==> src/rtl/udmc_pkg.sv <==
/*
 * udmc_pkg: constants, register map and types for the up/down modulo counter.
 * assumes: used by the counter core, the apb slave and the top module.
 */
`default_nettype none
package udmc_pkg;
	// count width: integer bits plus fraction bits
	localparam int INT_BITS = 16;
	localparam int FRAC_BITS = 0;
	localparam int CNT_W = INT_BITS + FRAC_BITS;
	localparam int MOD_MAX_W = 31;
	localparam bit MOD_ALLOWED = (CNT_W <= MOD_MAX_W);
	localparam bit SET_ALLOWED = (CNT_W <= MOD_MAX_W);

	// bus number formats
	typedef enum logic [1:0] {
		UDMC_FMT_SINT = 2'h0,
		UDMC_FMT_UINT = 2'h1,
		UDMC_FMT_SFRAC = 2'h2
	} udmc_fmt_e;

	// counting direction choices
	typedef enum logic [1:0] {
		UDMC_DIR_INC = 2'h0,
		UDMC_DIR_DEC = 2'h1,
		UDMC_DIR_PORT = 2'h2
	} udmc_dir_e;

	// apb register byte addresses
	localparam logic [11:0] ADDR_CTRL = 12'h000;
	localparam logic [11:0] ADDR_MODULUS = 12'h004;
	localparam logic [11:0] ADDR_PRESET = 12'h008;
	localparam logic [11:0] ADDR_DATA = 12'h00c;
	localparam logic [11:0] ADDR_STROBE = 12'h010;
	localparam logic [11:0] ADDR_COUNT = 12'h014;

	// control register fields
	localparam int CTRL_CLK_ENA = 0;
	localparam int CTRL_CNT_ENA = 1;
	localparam int CTRL_UP = 2;
	localparam int CTRL_MOD_EN = 3;
	localparam int CTRL_DIR_LO = 4;
	localparam int CTRL_FMT_LO = 6;
	localparam int CTRL_W = 8;

	// strobe register fields (write one to pulse)
	localparam int STB_CLEAR = 0;
	localparam int STB_SET = 1;
	localparam int STB_LOAD = 2;

	// reset values
	localparam logic [CTRL_W-1:0] CTRL_RESET = 8'h07;
	localparam logic [CNT_W-1:0] MODULUS_RESET = 16'h000a;
	localparam logic [CNT_W-1:0] PRESET_RESET = 16'h0000;
	localparam logic [CNT_W-1:0] CNT_ZERO = '0;
	localparam logic [CNT_W-1:0] CNT_ONE = 16'h0001;
	localparam logic [31:0] RDATA_ZERO = 32'h0000_0000;
endpackage
`default_nettype wire

==> src/rtl/udmc_core.sv <==
/*
 * udmc_core: counting datapath with clear, set, load, gating and modulus.
 * assumes: controls synchronous to pclk; modulus and preset held stable by software.
 */
`default_nettype none
module udmc_core
	import udmc_pkg::*;
(
	input wire logic pclk, // system clock
	input wire logic presetn, // async reset, active low
	input wire logic clk_ena, // freezes everything when low
	input wire logic cnt_ena, // stops counting only when low
	input wire logic up, // direction pin, 1 counts up
	input wire udmc_dir_e dir_mode, // fixed or pin-selected direction
	input wire logic mod_en, // modulo operation on
	input wire logic [CNT_W-1:0] modulus, // number of distinct states
	input wire logic [CNT_W-1:0] preset, // value taken on set
	input wire logic [CNT_W-1:0] load_data, // parallel data
	input wire logic clear, // synchronous clear strobe
	input wire logic set, // synchronous set strobe
	input wire logic load, // synchronous load strobe
	output logic [CNT_W-1:0] count // registered count
);
	typedef struct packed {
		logic [CNT_W-1:0] cnt;
	} udmc_core_s;
	udmc_core_s state_reg, state_next;
	logic count_up;
	logic use_mod;
	logic [CNT_W-1:0] top;

	// one lsb of any format is bit 0, so plain +/-1 serves all three formats
	always_comb begin
		unique case (dir_mode)
			UDMC_DIR_INC: count_up = 1'b1;
			UDMC_DIR_DEC: count_up = 1'b0;
			UDMC_DIR_PORT: count_up = up;
			default: count_up = 1'b1;
		endcase
		use_mod = mod_en && MOD_ALLOWED && (modulus != CNT_ZERO);
		top = modulus - CNT_ONE;
		state_next = state_reg;
		if (clk_ena) begin
			if (clear) begin
				state_next.cnt = CNT_ZERO;
			end else if (set && SET_ALLOWED) begin
				state_next.cnt = preset;
			end else if (load) begin
				state_next.cnt = load_data;
			end else if (cnt_ena) begin
				if (count_up) begin
					if (use_mod && state_reg.cnt >= top)
						state_next.cnt = CNT_ZERO;
					else
						state_next.cnt = state_reg.cnt + CNT_ONE;
				end else begin
					if (use_mod && state_reg.cnt == CNT_ZERO)
						state_next.cnt = top;
					else if (use_mod && state_reg.cnt > top)
						state_next.cnt = top; // out-of-range load recovers
					else
						state_next.cnt = state_reg.cnt - CNT_ONE;
				end
			end
		end
	end

	// state register
	always_ff @(posedge pclk or negedge presetn) begin
		if (!presetn)
			state_reg <= '0;
		else
			state_reg <= state_next;
	end

	assign count = state_reg.cnt;
endmodule
`default_nettype wire

==> src/rtl/udmc_apb.sv <==
/*
 * udmc_apb: apb slave holding the counter controls and reading back the count.
 * assumes: the top registers the answer and passes pwrite only on its answering cycle.
 */
`default_nettype none
module udmc_apb
	import udmc_pkg::*;
(
	input wire logic pclk, // system clock
	input wire logic presetn, // async reset, active low
	input wire logic psel, // select
	input wire logic penable, // access phase
	input wire logic pwrite, // write direction
	input wire logic [11:0] paddr, // byte address
	input wire logic [31:0] pwdata, // write data
	input wire logic [CNT_W-1:0] count, // live count
	output logic [31:0] prdata, // read data
	output logic pslverr, // unmapped access
	output logic [CTRL_W-1:0] ctrl, // control bits
	output logic [CNT_W-1:0] modulus, // modulus value
	output logic [CNT_W-1:0] preset, // set value
	output logic [CNT_W-1:0] load_data, // parallel data
	output logic clear, // one-cycle clear pulse
	output logic set, // one-cycle set pulse
	output logic load // one-cycle load pulse
);
	typedef struct packed {
		logic [CTRL_W-1:0] ctrl;
		logic [CNT_W-1:0] modulus;
		logic [CNT_W-1:0] preset;
		logic [CNT_W-1:0] data;
		logic [2:0] stb;
	} udmc_regs_s;
	udmc_regs_s regs_reg, regs_next;
	logic wr;

	function automatic logic mapped(input logic [11:0] a);
		mapped = (a == ADDR_CTRL) || (a == ADDR_MODULUS) || (a == ADDR_PRESET) ||
			(a == ADDR_DATA) || (a == ADDR_STROBE) || (a == ADDR_COUNT);
	endfunction

	// writes land at the access phase; strobes live for one cycle only
	always_comb begin
		wr = psel && penable && pwrite;
		regs_next = regs_reg;
		regs_next.stb = 3'h0;
		if (wr) begin
			unique case (paddr)
				ADDR_CTRL: regs_next.ctrl = pwdata[CTRL_W-1:0];
				ADDR_MODULUS: regs_next.modulus = pwdata[CNT_W-1:0];
				ADDR_PRESET: regs_next.preset = pwdata[CNT_W-1:0];
				ADDR_DATA: regs_next.data = pwdata[CNT_W-1:0];
				ADDR_STROBE: regs_next.stb = pwdata[2:0];
				default: regs_next.stb = 3'h0;
			endcase
		end
	end

	// register file
	always_ff @(posedge pclk or negedge presetn) begin
		if (!presetn) begin
			regs_reg.ctrl <= CTRL_RESET;
			regs_reg.modulus <= MODULUS_RESET;
			regs_reg.preset <= PRESET_RESET;
			regs_reg.data <= CNT_ZERO;
			regs_reg.stb <= 3'h0;
		end else begin
			regs_reg <= regs_next;
		end
	end

	// read mux; the top registers it and raises pready one cycle into the access
	always_comb begin
		prdata = RDATA_ZERO;
		pslverr = psel && penable && !mapped(paddr);
		unique case (paddr)
			ADDR_CTRL: prdata[CTRL_W-1:0] = regs_reg.ctrl;
			ADDR_MODULUS: prdata[CNT_W-1:0] = regs_reg.modulus;
			ADDR_PRESET: prdata[CNT_W-1:0] = regs_reg.preset;
			ADDR_DATA: prdata[CNT_W-1:0] = regs_reg.data;
			ADDR_COUNT: prdata[CNT_W-1:0] = count;
			default: prdata = RDATA_ZERO;
		endcase
	end

	assign ctrl = regs_reg.ctrl;
	assign modulus = regs_reg.modulus;
	assign preset = regs_reg.preset;
	assign load_data = regs_reg.data;
	assign clear = regs_reg.stb[STB_CLEAR];
	assign set = regs_reg.stb[STB_SET];
	assign load = regs_reg.stb[STB_LOAD];
endmodule
`default_nettype wire

==> src/rtl/udmc_top.sv <==
/*
 * udmc_top: up/down modulo counter with apb control and direct pin strobes.
 * assumes: one clock pclk at 125 MHz; pins synchronous to pclk.
 */
// The register addresses and register access over APB were chosen for this implementation.
`default_nettype none
module udmc_top
	import udmc_pkg::*;
(
	input wire logic pclk, // 125 MHz clock
	input wire logic presetn, // async reset, active low
	input wire logic psel, // apb select
	input wire logic penable, // apb enable
	input wire logic pwrite, // apb write
	input wire logic [11:0] paddr, // apb address
	input wire logic [31:0] pwdata, // apb write data
	input wire logic clk_ena_pin, // clock enable pin, and-ed with control
	input wire logic cnt_ena_pin, // count enable pin, and-ed with control
	input wire logic up_pin, // direction pin
	input wire logic clear_pin, // clear strobe pin
	input wire logic set_pin, // set strobe pin
	input wire logic load_pin, // load strobe pin
	input wire logic [udmc_pkg::CNT_W-1:0] data_pin, // parallel data pin
	output logic [31:0] prdata, // apb read data
	output logic pready, // apb ready
	output logic pslverr, // apb error
	output logic [udmc_pkg::CNT_W-1:0] count, // registered count
	output logic count_sign // msb of a signed count
);
	logic [CTRL_W-1:0] ctrl;
	logic [CNT_W-1:0] modulus, preset, reg_data, load_val, cnt;
	logic rclear, rset, rload;
	udmc_fmt_e fmt;
	udmc_dir_e dir_mode;
	typedef struct packed {
		logic [31:0] prdata;
		logic pready;
		logic pslverr;
	} udmc_top_s;
	udmc_top_s bus_reg, bus_next;
	logic [31:0] rdata_mux;
	logic slverr_mux;
	logic first_access;

	udmc_apb u_apb (
		.pclk(pclk),
		.presetn(presetn),
		.psel(psel),
		.penable(penable),
		.pwrite(pwrite & bus_reg.pready), // a write lands only on the answering edge
		.paddr(paddr),
		.pwdata(pwdata),
		.count(cnt),
		.prdata(rdata_mux),
		.pslverr(slverr_mux),
		.ctrl(ctrl),
		.modulus(modulus),
		.preset(preset),
		.load_data(reg_data),
		.clear(rclear),
		.set(rset),
		.load(rload)
	);

	// pin load wins over the software data word when both strobe together;
	// one wait state buys registered read data, error and ready at the pins
	always_comb begin
		fmt = udmc_fmt_e'(ctrl[CTRL_FMT_LO +: 2]);
		dir_mode = udmc_dir_e'(ctrl[CTRL_DIR_LO +: 2]);
		load_val = load_pin ? data_pin : reg_data;
		first_access = psel & penable & ~bus_reg.pready;
		bus_next = bus_reg;
		bus_next.pready = first_access;
		bus_next.pslverr = first_access & slverr_mux;
		if (first_access)
			bus_next.prdata = rdata_mux; // held until the next access
	end

	udmc_core u_core (
		.pclk(pclk),
		.presetn(presetn),
		.clk_ena(ctrl[CTRL_CLK_ENA] & clk_ena_pin),
		.cnt_ena(ctrl[CTRL_CNT_ENA] & cnt_ena_pin),
		.up(ctrl[CTRL_UP] ? up_pin : 1'b0),
		.dir_mode(dir_mode),
		.mod_en(ctrl[CTRL_MOD_EN]),
		.modulus(modulus),
		.preset(preset),
		.load_data(load_val),
		.clear(clear_pin | rclear),
		.set(set_pin | rset),
		.load(load_pin | rload),
		.count(cnt)
	);

	// count and sign go out straight from the core register; the sign bit
	// is meaningful only for signed formats unsigned reads zero
	assign count = cnt;
	assign count_sign = (fmt != UDMC_FMT_UINT) & cnt[CNT_W-1];

	// bus answer register
	always_ff @(posedge pclk or negedge presetn) begin
		if (!presetn)
			bus_reg <= '0;
		else
			bus_reg <= bus_next;
	end

	assign prdata = bus_reg.prdata;
	assign pready = bus_reg.pready;
	assign pslverr = bus_reg.pslverr;
endmodule
`default_nettype wire

==> config.mk <==
export PLATFORM = sky130hd
export DESIGN_NAME = udmc_top
export DESIGN_NICKNAME = d
export VERILOG_FILES = /design/src/rtl/udmc_pkg.sv /design/src/rtl/udmc_core.sv /design/src/rtl/udmc_apb.sv /design/src/rtl/udmc_top.sv
export SDC_FILE = /design/constraint.sdc
export NUM_CORES = 1
export LEC_CHECK = 0
export BUFFER_PORTS_ARGS = -buffer_cell sky130_fd_sc_hd__clkbuf_2
export CORE_ASPECT_RATIO = 2
export CORE_MARGIN = 10
export CORE_UTILIZATION = 44
export DETAILED_ROUTE_END_ITERATION = 10
export PLACE_DENSITY = 0.69
export SYNTH_ARGS = -nofsm -noshare
export SYNTH_HDL_FRONTEND = slang
export SYNTH_SLANG_ARGS = --single-unit
export TNS_END_PERCENT = 5
==> constraint.sdc <==
create_clock -name pclk -period 4.5 [get_ports pclk]
set_input_delay 0.45 -clock pclk [delete_from_list [all_inputs] [get_ports pclk]]
set_output_delay 0.45 -clock pclk [all_outputs]
set_load 0.02 [all_outputs]
==> flow_summary.yaml, run 1 <==
power_and_ir_drop:
  leakagePower_nw: 3.49
  ir_worst_vdd_v: 0.000229
  power-per-cell-area_mw_per_mm2: 252
  power_mw: 1.79
timing:
  worstMarginPinSlew_ns: 0.974
  setup_viol: 0
  report.final.slew_viol_count: 0
  tns_ns: 0
  min_period_ns: 4.32
  min_period_over_period: 0.960
  relSlewSlack: 0.348
  final_hold_viol_count: 0
  max_freq_mhz: 232
  holdWs_ns: 0.206
  fin_worst_skew_ns: 0.0132
synthesis:
  synth.yosys.seq_area_share: 0.370
  synth_most_common_cell: "dfrtp_1"
  synth_ff_type: "dfrtp_1"
  synth_cell_types: 78
  synth_edf_count: 0
  synth_top_cells_by_count: "dfrtp_1 (88), nand2_1 (72), mux2_2 (55)"
  synthCells: 661
  yosysWarnings: 0
  syn_area_mm2: 0.00631
  synth_top_area_share: 0.349
  ys_ff_latch: 93
  yosys.area.top_type: "dfrtp_1"
  synthTopCellsByArea: "dfrtp_1 (35%), mux2_2 (9.8%), nand2_1 (4.3%)"
  syn_avg_cell_area_um2: 9.55
  async_reset_ff_frac: 1.00
placement:
  place.gp.congestion: 0.914
  place.port_buffers: 89
  dp_hpwl_um: 15300
  placed_cell_area_mm2: 0.00679
job:
  cap_violations: 0
route:
  drc: 0
  vias_per_cell: 6.15
  wl_um: 20100
  ant_nets: 0
  drtIter0Drc: 536
  dr.pass1.iters: 6
  vias: 5682
  wl_per_cell_um: 21.7
global_routing:
  grt_overflow: 0
  grt_max_degree: 69
  antenna_found_initial: 0
  first_global_vias: 5830
  grt_usage: 0.197
  grt_pass1_wl_um: 31400
critical_path:
  critPathArrivalTime_ns: 4.55
  critPathKind: "reg -> reg"
  startpoint_type: "flop"
  cp_slowest_cell: "a22oi_2"
  worstPathMaxFanout: 12
  cp-end-kind: "flop"
  required_ns: 4.73
  crit_chain: "nor4_1 -> buf_4 -> nand4_1 -> nor3_1 -> xnor2_1 -> ha_1 -> nand4_1 -> nor3_1 -> a21boi_0 -> nor4_2 -> a22oi_2 -> o21ai_0 -> a31oi_1 -> o21ai_0"
  critPathMaxStageDelay_ns: 0.54
run_status:
  outcome: "complete, no violations"
clocking:
  post-cts-setup-buffers: 0
  cts_tree: "yes"
  htree_levels: 3
  cts.clk_slew.worst_paths_ns: 0.07
  cts_inserted_buffers: 9
  clk_path_buf_depth: 2
  cts.sinks: 93
  cts_root_buf: "clkbuf_16"
  clk_latency_ns: 0.36
  postCtsHoldBufs: 0
  cts-resized-gates: 0
die:
  num_rows: 61
  coreArea_mm2: 0.0140
  dieArea_mm2: 0.0198
  die_w_um: 105
  die_y_um: 189
  pin_count: 122
  initial_utilization: 0.452
finish:
  drive_above_1_share: 0.273
  synthToLayoutAreaGrowth_pct: 12.8
  n_antenna_cell: 0
  finalInstanceArea_mm2: 0.00712
  ff_latch_area_mm2: 0.00233
  nets: 821
  num-fill-cells: 1281
  final_util: 0.510
  multiInputGateArea_mm2: 0.00364
min_path:
  min_path_type: "in -> async"
## final cells by class
type                       count  share of cell area
clock buffer                  10              0.0321
clock inverter                 6              0.0137
inverter                      18             0.00948
multi-input combinational    509               0.511
sequential                    93               0.328
tap                          189              0.0332
timing repair buffer          99              0.0734
## registers in the layout, indices dropped and copies added, names as in the netlist
name             cells
u_apb.set            1
pready               1
u_apb.modulus       16
u_core.count        16
prdata              16
u_apb.ctrl           8
pslverr              1
u_apb.clear          1
u_apb.preset        16
u_apb.load           1
u_apb.load_data     16
## cells by family (layout without fill, tap and decap cells)
group,Yosys count,in the layout,synth area share
other,1,16,0.000594
buffers and inverters,74,133,0.0662
adders and majority gates,20,20,0.0396
AOI/OAI and AO/OA,175,175,0.185
muxes,79,79,0.137
DFF,93,93,0.370
and+or+nand+nor,185,185,0.156
xor gates and xnor gates,34,34,0.0472
## placed cells by master, fill, tap and decap left out, drive strengths merged, types with 10 or more instances in the layout
master,n
nor2,24
xnor2,21
a21oi,43
nand3,11
nor4,10
a221oi,21
o21ai,56
nand4,10
nor3,20
mux2i,21
inv,19
buf,11
dfrtp,88
conb,16
xor2,13
ha,20
nand2,75
mux2,58
clkbuf,98
## through the flow
step	setup slack, ns	std cells
final	0.181	924
after global routing	-0.0230	924
after CTS	0.270	924
after detailed placement	0.285	908
after global placement	0.376	908
after floorplan	0.872	676
## routing by layer
layer / vias to the layer above / GRT usage / wire (um)
met5: - / 0 / 0
met4: 0 / 0.128 / 1120
met3: 78 / 0.0371 / 1190
met2: 308 / 0.349 / 10400
met1: 2752 / 0.207 / 7390
li1: 2544 / - / -
## worst max-delay path, delay by kind of cell (launching register included)
kind	cells	cell delay, ns
buf+inv	1	0.17
xor+xnor	1	0.15
flops	1	0.46
fa+ha+maj	1	0.32
compound gates	5	1.50
simple gates	6	1.60
## worst paths after layout
check                                  from                 to  slack [ns]  cells past startpoint
min in group pclk                 pwdata[9]   u_apb.modulus[9]        0.35                      2
setup / recovery           u_apb.modulus[6]   u_core.count[15]        0.18                     14
setup reg to reg           u_apb.modulus[6]   u_core.count[15]        0.18                     14
hold / removal                      presetn          prdata[3]        0.21                      1
hold reg to reg                   prdata[4]          prdata[4]        0.48                      2
max in group asynchronous           presetn  u_apb.modulus[11]        3.38                      2
## power by group
group | total (mW) | switching [mW] | internal, mW | leakage (nW)
registers | 0.838 | 0.000962 | 0.837 | 1.28
logic | 0.118 | 0.0824 | 0.0351 | 2.05
clock network | 0.838 | 0.345 | 0.494 | 0.159
total | 1.79 | 0.428 | 1.37 | 3.49
No activity file was read; power rests on OpenSTA's default activity.
==> run 2: changes to the inputs <==
BUFFER_PORTS_ARGS = -buffer_cell sky130_fd_sc_hd__buf_2   (was -buffer_cell sky130_fd_sc_hd__clkbuf_2)
==> flow_summary.yaml, run 2 (synthesized netlist as in run 1, its figures left out) <==
global_routing:
  antenna_found_initial: 0
  grt_pass1_wl_um: 31300
  first_global_vias: 5768
  grt_max_degree: 71
  met1_usage: 0.210
  met2_usage: 0.352
  met3_usage: 0.0429
  grt_overflow: 0
  grt_usage: 0.196
  grt_busiest_layer: "met2"
placement:
  place_ws_ns: 0.271
  dp_hpwl_um: 15300
  place.port_buffers: 89
  place.gp.congestion: 0.908
  placed_cell_area_mm2: 0.00679
  post-place-cells: 908
clocking:
  htree_levels: 3
  cts-resized-gates: 0
  cts.sinks: 93
  clk_latency_ns: 0.36
  cts_inserted_buffers: 9
  cts_tree: "yes"
  cts_root_buf: "clkbuf_16"
  cts.clk_slew.worst_paths_ns: 0.07
  postCtsHoldBufs: 0
  clk_path_buf_depth: 2
route:
  ant_nets: 0
  vias: 5670
  wl_um: 20000
  wl_per_cell_um: 21.6
  dr.pass1.iters: 7
  vias_per_cell: 6.11
  drtIter0Drc: 592
  drc: 0
die:
  initial_utilization: 0.452
  die_y_um: 189
  die_w_um: 105
  coreArea_mm2: 0.0140
  dieArea_mm2: 0.0198
  pin_count: 122
  num_rows: 61
timing:
  tns_ns: 0
  fin_worst_skew_ns: 0.0110
  min_period_ns: 4.17
  min_period_over_period: 0.926
  report.final.slew_viol_count: 0
  rsz0062_at_grt: "no"
  worst_slack_ns: 0.332
  final_hold_viol_count: 0
  relSlewSlack: 0.331
  setup_viol: 0
  worstMarginPinSlew_ns: 1.00
  max_freq_mhz: 240
min_path:
  min_path_type: "in -> async"
critical_path:
  required_ns: 4.75
  rrSetupSlack_ns: 0.33
  reg2reg_depth: 14
  critPathKind: "reg -> reg"
  startpoint_type: "flop"
  critPathArrivalTime_ns: 4.42
  worstPathMaxFanout: 10
  cp-end-kind: "flop"
job:
  cap_violations: 0
finish:
  nets: 825
  fin_cells: 928
  ff_latch_area_mm2: 0.00233
  finalInstanceArea_mm2: 0.00712
  multiInputGateArea_mm2: 0.00363
  n_antenna_cell: 0
  final_cell_mix: "buf_2 (88), dfrtp_1 (88), nand2_1 (72)"
  drive_above_1_share: 0.277
  num-fill-cells: 1312
  synthToLayoutAreaGrowth_pct: 12.8
power_and_ir_drop:
  leakagePower_nw: 3.52
  ir_worst_vdd_v: 0.000247
  power-per-cell-area_mw_per_mm2: 244
run_status:
  outcome: "complete, no violations"
## run 2: worst max-delay path, cell delays in order (launching register included)
cell and delay (ns):
dfrtp_1 0.45, nor4_1 0.30, buf_4 0.17, nand4_1 0.22
nor3_1 0.28, xnor2_1 0.14, ha_1 0.32, nand4_1 0.20
nor3_1 0.39, a21boi_0 0.37, nor4_1 0.17, a22o_2 0.35
a221oi_1 0.32, o21ai_0 0.14, o211a_1 0.24
## run 2: worst paths after layout
check / startpoint / to
worst min register to register: prdata[9] / prdata[9]
worst min-delay path: presetn / u_apb.preset[4]
max in group asynchronous: presetn / u_apb.preset[9]
min in group pclk: pwdata[12] / u_apb.load_data[12]
worst max-delay path: u_apb.modulus[6] / u_core.count[8]
worst max register to register: u_apb.modulus[6] / u_core.count[8]
## run 2: layer usage
| layer | up-vias | part of all wire |
|---|---|---|
| met5 | - | 0 |
| met4 | 0 | 0.040 |
| met3 | 60 | 0.067 |
| met2 | 297 | 0.52 |
| met1 | 2768 | 0.37 |
| li1 | 2545 | - |
## run 2: cell type report
class / instances / share of cell area
Multi-Input combinational cell: 509 / 0.510
Sequential cell: 93 / 0.328
Timing Repair Buffer: 103 / 0.0777
Tap cell: 189 / 0.0332
Clock buffer: 9 / 0.0316
Clock inverter: 7 / 0.0104
Inverter: 18 / 0.00949
## run 2: stage by stage
step,total power [mW],utilization,hold WS (ns)
floorplan,0.916,-,0.154
global placement,0.968,0.486,0.461
detailed placement,0.970,0.486,0.464
CTS,1.74,0.508,0.254
global route,1.79,0.510,0.281
finish,1.74,0.510,0.212
## run 2: report_power, final
part	total [mW]	switching [mW]	internal (mW)
clock network	0.781	0.347	0.434
logic	0.118	0.0827	0.0352
registers	0.838	0.000831	0.837
## run 2: repair_timing
action / in CTS / in global routing
endpoints found under the setup margin: 0 / 1
setup buffers: 0 / 4
hold endpoints to repair: 0 / 0
==> run 3: changes to the inputs <==
CORE_UTILIZATION = 56   (was 44)
GPL_TIMING_DRIVEN = 0   (was not set)
PLACE_DENSITY = 0.84   (was 0.69)
==> flow_summary.yaml, run 3 (synthesized netlist as in run 1, its figures left out) <==
power_and_ir_drop:
  power.net_switching_uw: 438
  seqPwrFrac: 0.471
  internal_power_mw: 1.34
  leakagePower_nw: 3.71
  pwr-share-comb: 0.076
  sw_frac_of_total: 0.246
  power-per-cell-area_mw_per_mm2: 241
  p_clk_frac: 0.453
  ir_worst_vdd_v: 0.000253
critical_path:
  r2r-start: "u_apb.modulus[6]"
  crit_chain: "nor4_4 -> nand4_1 -> nor3_1 -> xnor2_1 -> ha_1 -> nand4_1 -> nor3_2 -> a21boi_2 -> nor4_1 -> a22o_2 -> buf_4 -> a21oi_1 -> o221ai_1 -> a32o_1"
  cp_num_buf_inv: 1
  startpoint_type: "flop"
  crit_family: "simple AND/OR/NAND/NOR gates"
  worstPathMaxFanout: 10
  critPathArrivalTime_ns: 4.53
  required_ns: 4.79
  critPathMostFrequentCell: "nand4_1"
  reg2reg_depth: 14
  cp-end-kind: "flop"
  critPathLaunch: "u_apb.modulus[6]"
  critPathKind: "reg -> reg"
  cp_slowest_cell: "nor4_1"
  reg2reg_to: "u_core.count[0]"
  critPathMaxStageDelay_ns: 0.73
  rrSetupSlack_ns: 0.25
timing:
  final_hold_viol_count: 0
  relSlewSlack: 0.184
  max_freq_mhz: 235
  min_period_over_period: 0.944
  fin_worst_skew_ns: 0.0110
  rsz0062_at_grt: "no"
  report.final.slew_viol_count: 0
  setup_viol: 0
  worstMarginPinSlew_ns: 1.21
  worst_slack_ns: 0.253
  min_period_ns: 4.25
die:
  pin_count: 122
  die_w_um: 95.1
  coreArea_mm2: 0.0109
  initial_utilization: 0.577
  num_rows: 54
  die_y_um: 170
  dieArea_mm2: 0.0162
global_routing:
  grt_max_degree: 76
  first_global_vias: 6138
  grt_overflow: 0
  grt_pass1_wl_um: 32700
  antenna_found_initial: 0
  grt_usage: 0.263
clocking:
  cts.clk_slew.worst_paths_ns: 0.07
  cts_inserted_buffers: 9
  cts_root_buf: "clkbuf_16"
  clk_path_buf_depth: 2
  cts_tree: "yes"
  post-cts-setup-buffers: 0
  clk_latency_ns: 0.35
  cts.sinks: 93
  htree_levels: 3
placement:
  post-place-cells: 906
  place.gp.congestion: 0.954
  place.port_buffers: 89
  place_ws_ns: -0.147
  dp_hpwl_um: 16800
route:
  wl_met3_um: 1320
  wl_um: 21400
  wl_met1_um: 7530
  ant_nets: 0
  drc: 0
  wl_per_cell_um: 23.2
  dr.pass1.iters: 6
  vias_per_cell: 6.33
  route.met2.wl_um: 11000
  dr.max_layer_used: "met4"
  drtIter0Drc: 513
  vias: 5838
min_path:
  hold_start: "pwdata[12]"
  hold_path_end: "u_apb.load_data[12]"
  min_path_type: "in -> reg"
  whs_path_depth: 2
run_status:
  outcome: "complete, no violations"
finish:
  final_common_cell: "buf_2"
  fin_cells: 923
  final_util: 0.673
  nets: 869
  n_antenna_cell: 0
  synthToLayoutAreaGrowth_pct: 16.7
  drive_above_1_share: 0.295
  final_cell_mix: "buf_2 (100), dfrtp_1 (88), nand2_1 (72)"
job:
  cap_violations: 0
[run 3: power by group through the flow]
stage | logic [mW] | registers (mW) | clock network, mW
3_3_place_gp | 0.126 | 0.854 | 0
2_1_floorplan | 0.0614 | 0.855 | 0
3_5_place_dp | 0.132 | 0.854 | 0
4_1_cts | 0.133 | 0.838 | 0.805
5_1_grt | 0.147 | 0.837 | 0.836
6_report | 0.135 | 0.838 | 0.805
[run 3: how the worst max path moves through the flow]
stage,end,slack (ns),depth (start not counted)
2_1_floorplan,u_core.count[8],0.87,13
3_3_place_gp,u_core.count[8],-0.03,14
3_5_place_dp,u_core.count[8],-0.15,14
4_1_cts,u_core.count[8],0.1,14
5_1_grt,u_core.count[8],0.04,14
6_report,u_core.count[0],0.25,14
[run 3: worst register-to-register path: stages (launching register included)]
cell      delay, ns
dfrtp_1        0.47
nor4_4         0.38
nand4_1        0.32
nor3_1         0.30
xnor2_1        0.22
ha_1           0.31
nand4_1        0.23
nor3_2         0.11
a21boi_2       0.19
nor4_1         0.73
a22o_2         0.27
buf_4          0.20
a21oi_1        0.07
o221ai_1       0.21
a32o_1         0.20
[run 3: area by class of cell]
class | instances | area [um2]
well taps | 140 | 175
inverters | 18 | 67.6
fillers | 949 | 3580
plain buffers | 56 | 350
clock inverters | 5 | 66.3
multi-input cells | 509 | 3650
repair buffers | 91 | 485
flip-flops and latches | 93 | 2330
clock buffers | 11 | 243
[run 3: timing repair]
action                                  in CTS  in global routing
hold buffers                                 1                  0
cloned                                       0                  0
endpoints found under the setup margin       3                  4
endpoints found under the hold margin       18                  0
resized for setup                            3                  3
[run 3: metal layers]
layer,vias up,GRT usage
li1,2630,-
met1,2796,0.277
met2,315,0.458
met3,97,0.0450
met4,0,0.177
met5,-,0
[run 3: per-stage QoR]
| step | area, um2 | TNS [ns] | power (mW) | hold slack [ns] |
|---|---|---|---|---|
| after floorplan | 6370 | 0 | 0.916 | 0.154 |
| after global placement | 6990 | -0.0518 | 0.979 | 0.462 |
| after detailed placement | 7020 | -0.217 | 0.985 | 0.352 |
| after CTS | 7350 | 0 | 1.78 | 0.357 |
| after global routing | 7370 | 0 | 1.82 | 0.366 |
| final | 7370 | 0 | 1.78 | 0.362 |
